### src/design/cmt_consts.svh
// Named constants for the period timer
`ifndef CMT_CONSTS_SVH
`define CMT_CONSTS_SVH
`define CMT_ZERO16    16'h0000
`define CMT_ONE16     16'h0001
`define CMT_CNT_MAX   16'hFFFF
`define CMT_UPR_RST   16'hFFFF
`define CMT_ZERO8     8'h00
`define CMT_PAD16     16'h0000
`define CMT_PAD24     24'h000000
`define CMT_MAP_HI    3'h0
`define CMT_IDX_CNT   3'h0
`define CMT_IDX_UPR   3'h1
`define CMT_IDX_LWR   3'h2
`define CMT_IDX_CAP   3'h3
`define CMT_IDX_BUF   3'h4
`define CMT_IDX_STS   3'h5
`define CMT_IDX_CTL   3'h6
`define CMT_IDX_IEN   3'h7
`define CMT_RESP_OK   2'h0
`define CMT_RESP_ERR  2'h2
`define CMT_B_RUN     7
`define CMT_B_INV     6
`define CMT_B_HALT    5
`define CMT_B_EDGE    4
`define CMT_B_MODE    3
`define CMT_B_WRAP    7
`define CMT_B_ABOVE   6
`define CMT_B_MATCH   5
`define CMT_B_EXTEDGE 4
`define CMT_B_PINEN   4
`define CMT_B_CAPF    3
`define CMT_B_BELOW   2
`define CMT_B_GLVL    1
`define CMT_B_GATE    1
`define CMT_B_RSV     0
`define CMT_FLAG_MASK 8'hEC
`define CMT_STS_CFG   8'h12
`define CMT_IEN_MASK  8'hFE
`define CMT_CKS_EXT   3'h7
`define CMT_DIV2      8'h01
`define CMT_DIV8      8'h07
`define CMT_DIV16     8'h0F
`define CMT_DIV32     8'h1F
`define CMT_DIV64     8'h3F
`define CMT_DIV128    8'h7F
`define CMT_DIV256    8'hFF
`endif

### src/design/cmt_pkg.sv
// Types shared by the period timer modules
`default_nettype none
package cmt_pkg;
	typedef enum logic [1:0] {PH_WAIT, PH_RUN, PH_HOLD} cmt_phase_t;
	typedef logic [15:0] cmt_word_t;
endpackage
`default_nettype wire

### src/design/cmt_tick_if.sv
// Settings and event pulses between the timer core and its front ends
`default_nettype none
interface cmt_tick_if;
	logic [2:0] clk_sel;
	logic       ext_edge_sel;
	logic       count_tick;
	logic       edge_sel;
	logic       event_invert;
	logic       event_pin_en;
	logic       gate_use_en;
	logic       gate_level_sel;
	logic       event_edge;
	logic       gate_ok;
	modport core (output clk_sel, ext_edge_sel, edge_sel, event_invert,
		event_pin_en, gate_use_en, gate_level_sel,
		input count_tick, event_edge, gate_ok);
	modport pre (input clk_sel, ext_edge_sel, output count_tick);
	modport edg (input edge_sel, event_invert, event_pin_en, gate_use_en,
		gate_level_sel, output event_edge, gate_ok);
endinterface
`default_nettype wire

### src/design/cmt_event_in.sv
// Event and gate pin synchronisers with active edge selection
`default_nettype none
`include "cmt_consts.svh"
module cmt_event_in
	import cmt_pkg::*;
(
	input  wire logic aclk,       // System clock
	input  wire logic aresetn,    // Synchronous reset, active low
	input  wire logic event_pin,  // Measured event pin
	input  wire logic gate_pin,   // Measurement gate pin
	cmt_tick_if.edg   tif         // Edge settings in, pulses out
);
	logic ev_s1_reg;
	logic ev_s2_reg;
	logic ev_s3_reg;
	logic gt_s1_reg;
	logic gt_s2_reg;
	logic edge_reg;
	logic gate_reg;
	logic fall_sel;

	assign fall_sel = tif.edge_sel ^ tif.event_invert;

	always_ff @(posedge aclk) begin
		if (!aresetn) begin
			ev_s1_reg <= 1'b0;
			ev_s2_reg <= 1'b0;
			ev_s3_reg <= 1'b0;
			gt_s1_reg <= 1'b0;
			gt_s2_reg <= 1'b0;
		end else begin
			ev_s1_reg <= event_pin;
			ev_s2_reg <= ev_s1_reg;
			ev_s3_reg <= ev_s2_reg;
			gt_s1_reg <= gate_pin;
			gt_s2_reg <= gt_s1_reg;
		end
	end

	always_ff @(posedge aclk) begin
		if (!aresetn) begin
			edge_reg <= 1'b0;
			gate_reg <= 1'b1;
		end else begin
			edge_reg <= tif.event_pin_en & (fall_sel
				? (~ev_s2_reg & ev_s3_reg) : (ev_s2_reg & ~ev_s3_reg));
			gate_reg <= ~tif.gate_use_en
				| (gt_s2_reg == tif.gate_level_sel);
		end
	end

	assign tif.event_edge = edge_reg;
	assign tif.gate_ok    = gate_reg;
endmodule // cmt_event_in
`default_nettype wire

### src/design/cmt_prescale.sv
// Count clock source: system clock divider or synchronised external clock
`default_nettype none
`include "cmt_consts.svh"
module cmt_prescale
	import cmt_pkg::*;
(
	input  wire logic aclk,        // System clock
	input  wire logic aresetn,     // Synchronous reset, active low
	input  wire logic ext_clk_pin, // External count clock pin
	cmt_tick_if.pre   tif          // Clock select in, tick out
);
	logic [7:0] div_reg;
	logic [7:0] mask;
	logic       ext_s1_reg;
	logic       ext_s2_reg;
	logic       ext_s3_reg;
	logic       tick_reg;

	always_comb begin
		unique case (tif.clk_sel)
			3'h0: mask = `CMT_DIV2;
			3'h1: mask = `CMT_DIV8;
			3'h2: mask = `CMT_DIV16;
			3'h3: mask = `CMT_DIV32;
			3'h4: mask = `CMT_DIV64;
			3'h5: mask = `CMT_DIV128;
			3'h6: mask = `CMT_DIV256;
			3'h7: mask = `CMT_ZERO8;
		endcase
	end

	always_ff @(posedge aclk) begin
		if (!aresetn) begin
			div_reg <= `CMT_ZERO8;
		end else begin
			div_reg <= div_reg + 8'h01;
		end
	end

	always_ff @(posedge aclk) begin
		if (!aresetn) begin
			ext_s1_reg <= 1'b0;
			ext_s2_reg <= 1'b0;
			ext_s3_reg <= 1'b0;
		end else begin
			ext_s1_reg <= ext_clk_pin;
			ext_s2_reg <= ext_s1_reg;
			ext_s3_reg <= ext_s2_reg;
		end
	end

	// One tick per selected source period
	always_ff @(posedge aclk) begin
		if (!aresetn) begin
			tick_reg <= 1'b0;
		end else if (tif.clk_sel == `CMT_CKS_EXT) begin
			tick_reg <= tif.ext_edge_sel ? (ext_s2_reg & ~ext_s3_reg)
				: (~ext_s2_reg & ext_s3_reg);
		end else begin
			tick_reg <= (div_reg & mask) == mask;
		end
	end

	assign tif.count_tick = tick_reg;
endmodule // cmt_prescale
`default_nettype wire

### src/design/cmt_top.sv
// Period timer top: register slave, counter, capture and limit checks
`default_nettype none
`include "cmt_consts.svh"
// What this block does
// Measure mode with halt enabled: a limit flag stops counting and capture.
// Active event edge is edge_sel, reversed when event_invert is set.
// Mode bit 0 is timer mode, 1 is measure mode and starts counting.
// Clock select gives divide by 2..256, or 111 the external clock edge.
// Software changes clock, pin and gate settings only while stopped.
// Each status flag has its own interrupt enable bit.
// event_pin_en gates the event pin; software sets it before use.
// Gate enable restricts measurement to the chosen gate pin level.
// Bit 0 of the interrupt enable register reads 0, ignores writes.
// Reset leaves the block in timer mode.
// Timer mode counts up while running; wrap sets the wrap flag.
// External count clock pulses last at least 1.5 system cycles.
// Timer mode event edge copies the counter to capture and flags it.
// Timer mode match flag sets when the counter leaves equality with upper limit.
// Measure mode ignores run_ctrl; first edge clears the counter.
// Software stops, clears, loads limits, then enters measure mode.
// Second edge captures and compares against upper and lower limits.
// Third edge clears the counter and starts the next round.
// Clearing the halting limit flag clears the counter and restarts.
// A flag clears only by reading it as 1 then writing 0.
// Each capture moves the old capture value into the buffer.
// Timer mode with run_ctrl 0 holds the counter at zero, no capture.
// Each interrupt output is flag AND enable, held until flag clears.
module cmt_top
	import cmt_pkg::*;
(
	input  wire logic        aclk,          // System clock, 100 MHz
	input  wire logic        aresetn,       // Synchronous reset, active low
	input  wire logic [7:0]  s_awaddr,      // Write address
	input  wire logic        s_awvalid,     // Write address valid
	output var  logic        s_awready,     // Write address ready
	input  wire logic [31:0] s_wdata,       // Write data
	input  wire logic [3:0]  s_wstrb,       // Write byte strobes
	input  wire logic        s_wvalid,      // Write data valid
	output var  logic        s_wready,      // Write data ready
	output var  logic [1:0]  s_bresp,       // Write response
	output var  logic        s_bvalid,      // Write response valid
	input  wire logic        s_bready,      // Write response ready
	input  wire logic [7:0]  s_araddr,      // Read address
	input  wire logic        s_arvalid,     // Read address valid
	output var  logic        s_arready,     // Read address ready
	output var  logic [31:0] s_rdata,       // Read data
	output var  logic [1:0]  s_rresp,       // Read response
	output var  logic        s_rvalid,      // Read data valid
	input  wire logic        s_rready,      // Read data ready
	input  wire logic        event_input,   // Measured event pin
	input  wire logic        gate_input,    // Measurement gate pin
	input  wire logic        ext_clk_input, // External count clock pin
	output var  logic        irq_wrap,      // Counter wrap request
	output var  logic        irq_above,     // Above upper limit request
	output var  logic        irq_match,     // Compare match request
	output var  logic        irq_capture,   // Capture request
	output var  logic        irq_below      // Below lower limit request
);
	cmt_tick_if tif ();

	cmt_word_t  cnt_reg;
	cmt_word_t  upr_reg;
	cmt_word_t  lwr_reg;
	cmt_word_t  cap_reg;
	cmt_word_t  buf_reg;
	logic [7:0] ctl_reg;
	logic [7:0] ien_reg;
	logic [7:0] cfg_reg;
	logic [7:0] flag_reg;
	logic [7:0] arm_reg;
	logic [7:0] irq_reg;
	cmt_phase_t phase_reg;
	logic       halted_reg;
	logic       aw_ok_reg;
	logic       w_ok_reg;
	logic [2:0] aw_idx_reg;
	logic       aw_map_reg;
	logic [31:0] wd_reg;
	logic [3:0] ws_reg;

	logic       mode;
	logic       run;
	logic       t_run;
	logic       meas_act;
	logic       ev_g;
	logic       cnt_inc;
	logic       cap_en;
	logic       wr_do;
	logic       wr_cnt;
	logic       wr_upr;
	logic       wr_sts;
	logic       rd_do;
	logic       lim_hit;
	logic [7:0] set_vec;
	logic [7:0] clr_vec;
	logic [31:0] rd_mux;

	assign tif.clk_sel        = ctl_reg[2:0];
	assign tif.ext_edge_sel   = cfg_reg[`CMT_B_EXTEDGE];
	assign tif.edge_sel       = ctl_reg[`CMT_B_EDGE];
	assign tif.event_invert   = ctl_reg[`CMT_B_INV];
	assign tif.event_pin_en   = ien_reg[`CMT_B_PINEN];
	assign tif.gate_use_en    = ien_reg[`CMT_B_GATE];
	assign tif.gate_level_sel = cfg_reg[`CMT_B_GLVL];

	cmt_prescale u_pre (
		.aclk        (aclk),
		.aresetn     (aresetn),
		.ext_clk_pin (ext_clk_input),
		.tif         (tif.pre)
	);

	cmt_event_in u_evt (
		.aclk      (aclk),
		.aresetn   (aresetn),
		.event_pin (event_input),
		.gate_pin  (gate_input),
		.tif       (tif.edg)
	);

	function automatic cmt_word_t merge16(cmt_word_t old, logic [31:0] d,
		logic [3:0] s);
		merge16 = {s[1] ? d[15:8] : old[15:8], s[0] ? d[7:0] : old[7:0]};
	endfunction

	// Write side of the register slave
	assign wr_do  = aw_ok_reg & w_ok_reg & ~s_bvalid;
	assign wr_cnt = wr_do & aw_map_reg & (aw_idx_reg == `CMT_IDX_CNT);
	assign wr_upr = wr_do & aw_map_reg & (aw_idx_reg == `CMT_IDX_UPR);
	assign wr_sts = wr_do & aw_map_reg & (aw_idx_reg == `CMT_IDX_STS)
		& ws_reg[0];
	assign rd_do  = s_arvalid & s_arready;

	always_ff @(posedge aclk) begin
		if (!aresetn) begin
			aw_ok_reg  <= 1'b0;
			s_awready  <= 1'b1;
			aw_idx_reg <= `CMT_IDX_CNT;
			aw_map_reg <= 1'b0;
		end else if (s_awvalid && s_awready) begin
			aw_ok_reg  <= 1'b1;
			s_awready  <= 1'b0;
			aw_idx_reg <= s_awaddr[4:2];
			aw_map_reg <= s_awaddr[7:5] == `CMT_MAP_HI;
		end else if (wr_do) begin
			aw_ok_reg <= 1'b0;
			s_awready <= 1'b1;
		end
	end

	always_ff @(posedge aclk) begin
		if (!aresetn) begin
			w_ok_reg <= 1'b0;
			s_wready <= 1'b1;
			wd_reg   <= {`CMT_PAD16, `CMT_ZERO16};
			ws_reg   <= 4'h0;
		end else if (s_wvalid && s_wready) begin
			w_ok_reg <= 1'b1;
			s_wready <= 1'b0;
			wd_reg   <= s_wdata;
			ws_reg   <= s_wstrb;
		end else if (wr_do) begin
			w_ok_reg <= 1'b0;
			s_wready <= 1'b1;
		end
	end

	always_ff @(posedge aclk) begin
		if (!aresetn) begin
			s_bvalid <= 1'b0;
			s_bresp  <= `CMT_RESP_OK;
		end else if (wr_do) begin
			s_bvalid <= 1'b1;
			s_bresp  <= aw_map_reg ? `CMT_RESP_OK : `CMT_RESP_ERR;
		end else if (s_bready) begin
			s_bvalid <= 1'b0;
		end
	end

	// Configuration registers
	always_ff @(posedge aclk) begin
		if (!aresetn) begin
			ctl_reg <= `CMT_ZERO8;
			ien_reg <= `CMT_ZERO8;
			cfg_reg <= `CMT_ZERO8;
			upr_reg <= `CMT_UPR_RST;
			lwr_reg <= `CMT_ZERO16;
		end else if (wr_do && aw_map_reg) begin
			unique case (aw_idx_reg)
				`CMT_IDX_CTL: if (ws_reg[0]) ctl_reg <= wd_reg[7:0];
				`CMT_IDX_IEN: if (ws_reg[0]) begin
					ien_reg <= wd_reg[7:0] & `CMT_IEN_MASK;
				end
				`CMT_IDX_STS: if (ws_reg[0]) begin
					cfg_reg <= wd_reg[7:0] & `CMT_STS_CFG;
				end
				`CMT_IDX_UPR: upr_reg <= merge16(upr_reg, wd_reg, ws_reg);
				`CMT_IDX_LWR: lwr_reg <= merge16(lwr_reg, wd_reg, ws_reg);
				default: ;
			endcase
		end
	end

	// Counter, capture and limit events for both modes
	assign mode     = ctl_reg[`CMT_B_MODE];
	assign run      = ctl_reg[`CMT_B_RUN];
	assign t_run    = ~mode & run;
	assign meas_act = mode & ~halted_reg;
	assign ev_g     = tif.event_edge & tif.gate_ok;
	assign lim_hit  = flag_reg[`CMT_B_ABOVE] | flag_reg[`CMT_B_BELOW];

	always_comb begin
		cnt_inc = tif.count_tick & ((t_run & ~wr_cnt)
			| (meas_act & tif.gate_ok & ~(ev_g & (phase_reg != PH_RUN))));
		cap_en  = (t_run & tif.event_edge)
			| (meas_act & ev_g & (phase_reg == PH_RUN));
		set_vec = `CMT_ZERO8;
		set_vec[`CMT_B_WRAP]  = cnt_inc & (cnt_reg == `CMT_CNT_MAX);
		set_vec[`CMT_B_MATCH] = ~mode & cnt_inc & ~wr_upr
			& (cnt_reg == upr_reg);
		set_vec[`CMT_B_CAPF]  = cap_en;
		set_vec[`CMT_B_ABOVE] = cap_en & mode & (cnt_reg > upr_reg);
		set_vec[`CMT_B_BELOW] = cap_en & mode & (cnt_reg < lwr_reg);
		clr_vec = wr_sts ? (arm_reg & ~wd_reg[7:0]) : `CMT_ZERO8;
	end

	always_ff @(posedge aclk) begin
		if (!aresetn) begin
			cnt_reg   <= `CMT_ZERO16;
			phase_reg <= PH_WAIT;
		end else if (!mode) begin
			phase_reg <= PH_WAIT;
			if (!run) begin
				cnt_reg <= `CMT_ZERO16;
			end else if (wr_cnt) begin
				cnt_reg <= merge16(cnt_reg, wd_reg, ws_reg);
			end else if (cnt_inc) begin
				cnt_reg <= cnt_reg + `CMT_ONE16;
			end
		end else if (halted_reg) begin
			if (!lim_hit) begin
				cnt_reg   <= `CMT_ZERO16;
				phase_reg <= PH_WAIT;
			end
		end else if (ev_g && phase_reg != PH_RUN) begin
			cnt_reg   <= `CMT_ZERO16;
			phase_reg <= PH_RUN;
		end else begin
			if (ev_g) begin
				phase_reg <= PH_HOLD;
			end
			if (cnt_inc) begin
				cnt_reg <= cnt_reg + `CMT_ONE16;
			end
		end
	end

	always_ff @(posedge aclk) begin
		if (!aresetn) begin
			halted_reg <= 1'b0;
		end else if (!mode || (halted_reg && !lim_hit)) begin
			halted_reg <= 1'b0;
		end else if (ctl_reg[`CMT_B_HALT]
			&& (set_vec[`CMT_B_ABOVE] || set_vec[`CMT_B_BELOW])) begin
			halted_reg <= 1'b1;
		end
	end

	always_ff @(posedge aclk) begin
		if (!aresetn) begin
			cap_reg <= `CMT_ZERO16;
			buf_reg <= `CMT_ZERO16;
		end else if (cap_en) begin
			cap_reg <= cnt_reg;
			buf_reg <= cap_reg;
		end
	end

	// Flags: a new event wins over a clear in the same cycle
	always_ff @(posedge aclk) begin
		if (!aresetn) begin
			flag_reg <= `CMT_ZERO8;
			arm_reg  <= `CMT_ZERO8;
		end else begin
			flag_reg <= ((flag_reg & ~clr_vec) | set_vec) & `CMT_FLAG_MASK;
			if (rd_do && s_araddr[7:5] == `CMT_MAP_HI
				&& s_araddr[4:2] == `CMT_IDX_STS) begin
				arm_reg <= arm_reg | flag_reg;
			end else begin
				arm_reg <= arm_reg & ~clr_vec & flag_reg;
			end
		end
	end

	always_ff @(posedge aclk) begin
		if (!aresetn) begin
			irq_reg <= `CMT_ZERO8;
		end else begin
			irq_reg <= flag_reg & ien_reg & `CMT_FLAG_MASK;
		end
	end

	assign irq_wrap    = irq_reg[`CMT_B_WRAP];
	assign irq_above   = irq_reg[`CMT_B_ABOVE];
	assign irq_match   = irq_reg[`CMT_B_MATCH];
	assign irq_capture = irq_reg[`CMT_B_CAPF];
	assign irq_below   = irq_reg[`CMT_B_BELOW];

	// Read side of the register slave
	always_comb begin
		unique case (s_araddr[4:2])
			`CMT_IDX_CNT: rd_mux = {`CMT_PAD16, cnt_reg};
			`CMT_IDX_UPR: rd_mux = {`CMT_PAD16, upr_reg};
			`CMT_IDX_LWR: rd_mux = {`CMT_PAD16, lwr_reg};
			`CMT_IDX_CAP: rd_mux = {`CMT_PAD16, cap_reg};
			`CMT_IDX_BUF: rd_mux = {`CMT_PAD16, buf_reg};
			`CMT_IDX_STS: rd_mux = {`CMT_PAD24, flag_reg | cfg_reg};
			`CMT_IDX_CTL: rd_mux = {`CMT_PAD24, ctl_reg};
			`CMT_IDX_IEN: rd_mux = {`CMT_PAD24, ien_reg};
		endcase
	end

	always_ff @(posedge aclk) begin
		if (!aresetn) begin
			s_arready <= 1'b1;
			s_rvalid  <= 1'b0;
			s_rdata   <= {`CMT_PAD16, `CMT_ZERO16};
			s_rresp   <= `CMT_RESP_OK;
		end else if (rd_do) begin
			s_arready <= 1'b0;
			s_rvalid  <= 1'b1;
			if (s_araddr[7:5] == `CMT_MAP_HI) begin
				s_rdata <= rd_mux;
				s_rresp <= `CMT_RESP_OK;
			end else begin
				s_rdata <= {`CMT_PAD16, `CMT_ZERO16};
				s_rresp <= `CMT_RESP_ERR;
			end
		end else if (s_rvalid && s_rready) begin
			s_rvalid  <= 1'b0;
			s_arready <= 1'b1;
		end
	end
endmodule // cmt_top
`default_nettype wire

### config.mk
export PLATFORM = sky130hd
export DESIGN_NAME = cmt_top
export DESIGN_NICKNAME = d
export VERILOG_FILES = /design/src/design/cmt_pkg.sv /design/src/design/cmt_tick_if.sv /design/src/design/cmt_event_in.sv /design/src/design/cmt_prescale.sv /design/src/design/cmt_top.sv
export VERILOG_INCLUDE_DIRS = /design/src /design/src/design
export SDC_FILE = /design/constraint.sdc
export NUM_CORES = 1
export LEC_CHECK = 0
export BUFFER_PORTS_ARGS = -buffer_cell sky130_fd_sc_hd__clkbuf_2
export CAP_MARGIN = 15
export CORE_AREA = 2 2 137 126
export DETAILED_ROUTE_END_ITERATION = 6
export DIE_AREA = 0 0 139 128
export GPL_ROUTABILITY_DRIVEN = 0
export PLACE_DENSITY_LB_ADDON = 0.05
export SLEW_MARGIN = 20
export SYNTH_ARGS = -nofsm -noshare
export SYNTH_HDL_FRONTEND = slang
export SYNTH_HIERARCHICAL = 1
export SYNTH_SLANG_ARGS = --single-unit
### constraint.sdc
create_clock -name aclk -period 5.67 [get_ports aclk]
set_input_delay 1.134 -clock aclk [delete_from_list [all_inputs] [get_ports aclk]]
set_output_delay 1.134 -clock aclk [all_outputs]
set_load 0.02 [all_outputs]
==> summary.txt <==
Placed design
  – HPWL Detailed: 15.3 mm
  – I/O Buffers: 67
  – Placed Cells: 1302

Logic synthesis
  – Synth Flop Type: dfxtp_1
  – Synth top cells by count: nand2_1 (214), dfxtp_1 (181), a21oi_1 (128), nor2_1 (67), inv_1 (58)
  – Sequential share of the synthesized area: 41.0%
  – Yosys top cell by area: dfxtp_1
  – Asr flop ratio synth: 0%
  – Yosys warns: 6
  – Count leader, synth: nand2_1
  – Syn Area/Cell: 8.19 um2
  – Top cell type's share of synthesized area: 41.0%
  – Gate Count Post-Synth: 1080
  – Synth top area cells: dfxtp_1 (41%), nand2_1 (9.1%), a21oi_1 (7.2%)
  – Mapped Area: 8840 um2
  – Synth cell types: 74
  – #FFs+latches synth: 181
  – EDFF count, synth: 0

Global routing
  – Largest net degree at the start of global routing: 77
  – First-pass GRT wire length: 36.1 mm
  – Gr ovfl total: 0
  – Overall Global Routing Usage: 25.5%
  – Initial antenna violation count: 0
  – Vias in the first global route: 6866

Worst setup path
  – Crit path max fanout: 39
  – Critical Path RT: 5970 ps
  – Reg2Reg Launch Point: cnt_reg[9]
  – Reg2Reg Setup Slack: 3240 ps
  – Critical path arrival: 3100 ps
  – Crit Path Class: input pin to flip-flop
  – R2r endpoint: halted_reg
  – Crit. End Element: flip-flop
  – CP Launch Type: input pin
  – Cells on worst reg2reg path: 7

CTS
  – Clk buf depth: 2
  – Clock latency at the later pin of the worst-skew pair: 430 ps
  – CTS resizes: 0
  – Hold-fix buffers, CTS: 0
  – CTS tree: built
  – Postcts setup bufs: 0
  – Clk slew on worst S/H paths: 70 ps
  – TritonCTS sink count: 181
  – Root Buffer Master: clkbuf_16
  – Clock buffer count from CTS: 17
  – H-tree depth: 4

Floorplan
  – FP Rows: 45
  – Die width: 139 um
  – Boundary Pins: 108
  – Die span in y: 128 um
  – Initial Util: 53.8%
  – Core area: 16400 um2
  – Full die area: 17800 um2

Timing
  – Period minus WS final: 2800 ps
  – Max_slew headroom: 31.3%
  – Final cycle utilization of the critical path: 49.3%
  – Fin. Hold Viols: 0
  – Least-Margin Pin Slew: 1030 ps
  – TNS Setup: 0 ps
  – Setup Skew: 10.5 ps
  – Final Slew Violations: 0
  – Fmax: 358 MHz
  – RSZ-0062 raised after global routing: false
  – Hold slack: 435 ps
  – Setup violators final: 0

Min path
  – Worst Hold Depth: 1
  – Hold Path Class: flip-flop to flip-flop
  – Hold path endpoint: u_pre/ext_s2_reg
  – Min-delay src: u_pre/ext_s1_reg

Finish
  – Non-filler cells, final: 1334
  – Fraction of final layout cells sized beyond drive strength 1: 12.8%
  – Diodes inserted: 0
  – Area of the multi-input gates: 4690 um2
  – Filler cells: 1537
  – Nets: 1209
  – Area growth, synth to finish: 10.7%
  – Register area: 3620 um2

Routing
  – First-pass iteration count of the detailed router: 6
  – Final WL: 22.2 mm
  – DRC: 0
  – Vias: 7590
  – Routed Antenna Nets: 0
  – Routed wire length per instance: 16.6 um
  – Initial DRC count: 501
  – Via-to-Cell Ratio: 5.69

Power
  – Leakage power: 3.74 nW
  – Power Density: 273 nW/um2
  – Peak supply drop: 0.220 mV

Outcome
  – Status: completed

Run
  – Max_cap viols: 0
[metal layers]
metal / vias up / routed length [um] / global-route usage, %
met2: 260 / 9350 / 37.7
met3: 35 / 1380 / 3.92
met1: 3505 / 11100 / 37.9
met4: 0 / 387 / 8.73
met5: - / 0 / 0
li1: 3790 / - / -
[through the flow]
stage          total power, W  instance area, um2  worst slack [ps]  utilization [%]
2_1_floorplan         0.00144                8900              3200                -
4_1_cts               0.00269                9780              2900             59.5
6_report              0.00267                9790              2870             59.5
5_1_grt               0.00276                9790              2700             59.5
3_5_place_dp          0.00148                9180              2460             55.8
3_3_place_gp          0.00148                9180              2480             55.8
[power breakdown]
part / internal, W / total (W) / switching [W]
Sequential: 0.00129 / 0.00132 / 0.0000275
Combinational: 0.0000436 / 0.000136 / 0.0000927
Clock: 0.000697 / 0.00122 / 0.000521
[cells in the final DEF, fill, tap and decap left out, types with 8 or more instances in the layout]
cell type / Yosys / final
a21oi_1: 128 / 127
a22oi_1: 10 / 10
a31oi_1: 9 / 9
and2_1: 10 / 10
and3_1: 9 / 9
clkbuf_16: 0 / 17
clkbuf_2: 0 / 67
conb_1: 1 / 18
dfxtp_1: 181 / 181
ha_1: 37 / 37
inv_1: 58 / 58
mux2i_1: 29 / 29
nand2_1: 214 / 214
nand2b_1: 8 / 8
nand3_1: 24 / 24
nand4_1: 10 / 10
nor2_1: 67 / 67
nor2b_1: 9 / 9
nor3_1: 9 / 9
o211ai_1: 29 / 29
o21ai_0: 28 / 28
o21ai_1: 14 / 13
o22ai_1: 15 / 15
xnor2_1: 9 / 9
[cell families (layout without fill, tap and decap cells)]
kind of cell               Yosys count  count (layout)  synth area share (%)
AOI/OAI and AO/OA                  271             271                  19.1
xor gates and xnor gates            12              12                  1.19
adders and majority gates           37              37                  5.24
buffers and inverters              137             163                  6.84
DFF                                181             181                  41.0
muxes                               42              42                  5.83
other                                1              18                0.0424
and+or+nand+nor                    399             399                  20.8
[critical path, stage by stage]
cell	delay [ps]
clkbuf_2	740
nand2b_1	400
o22ai_1	250
nor2_1	60
a221o_1	270
o211ai_1	110
a21oi_1	90
[layout make-up]
type	instances	area share, %
inverter	60	2.31
tap	211	2.70
multi-input combinational	779	47.9
sequential	181	37.0
timing repair buffer	71	3.86
clock buffer	17	4.35
clock inverter	15	1.82
[how the worst max path moves through the flow]
stage | start | endpoint | slack (ps) | depth (start not counted)
after floorplan | s_araddr[3] | s_rdata[0] | 3200 | 7
after global placement | s_araddr[2] | s_rdata[1] | 2480 | 7
after detailed placement | s_araddr[2] | s_rdata[5] | 2460 | 7
after CTS | s_araddr[2] | s_rdata[1] | 2900 | 7
after global routing | s_araddr[2] | s_rdata[1] | 2700 | 7
final | s_araddr[2] | s_rdata[1] | 2870 | 7
(Power assumes the default switching activity.)
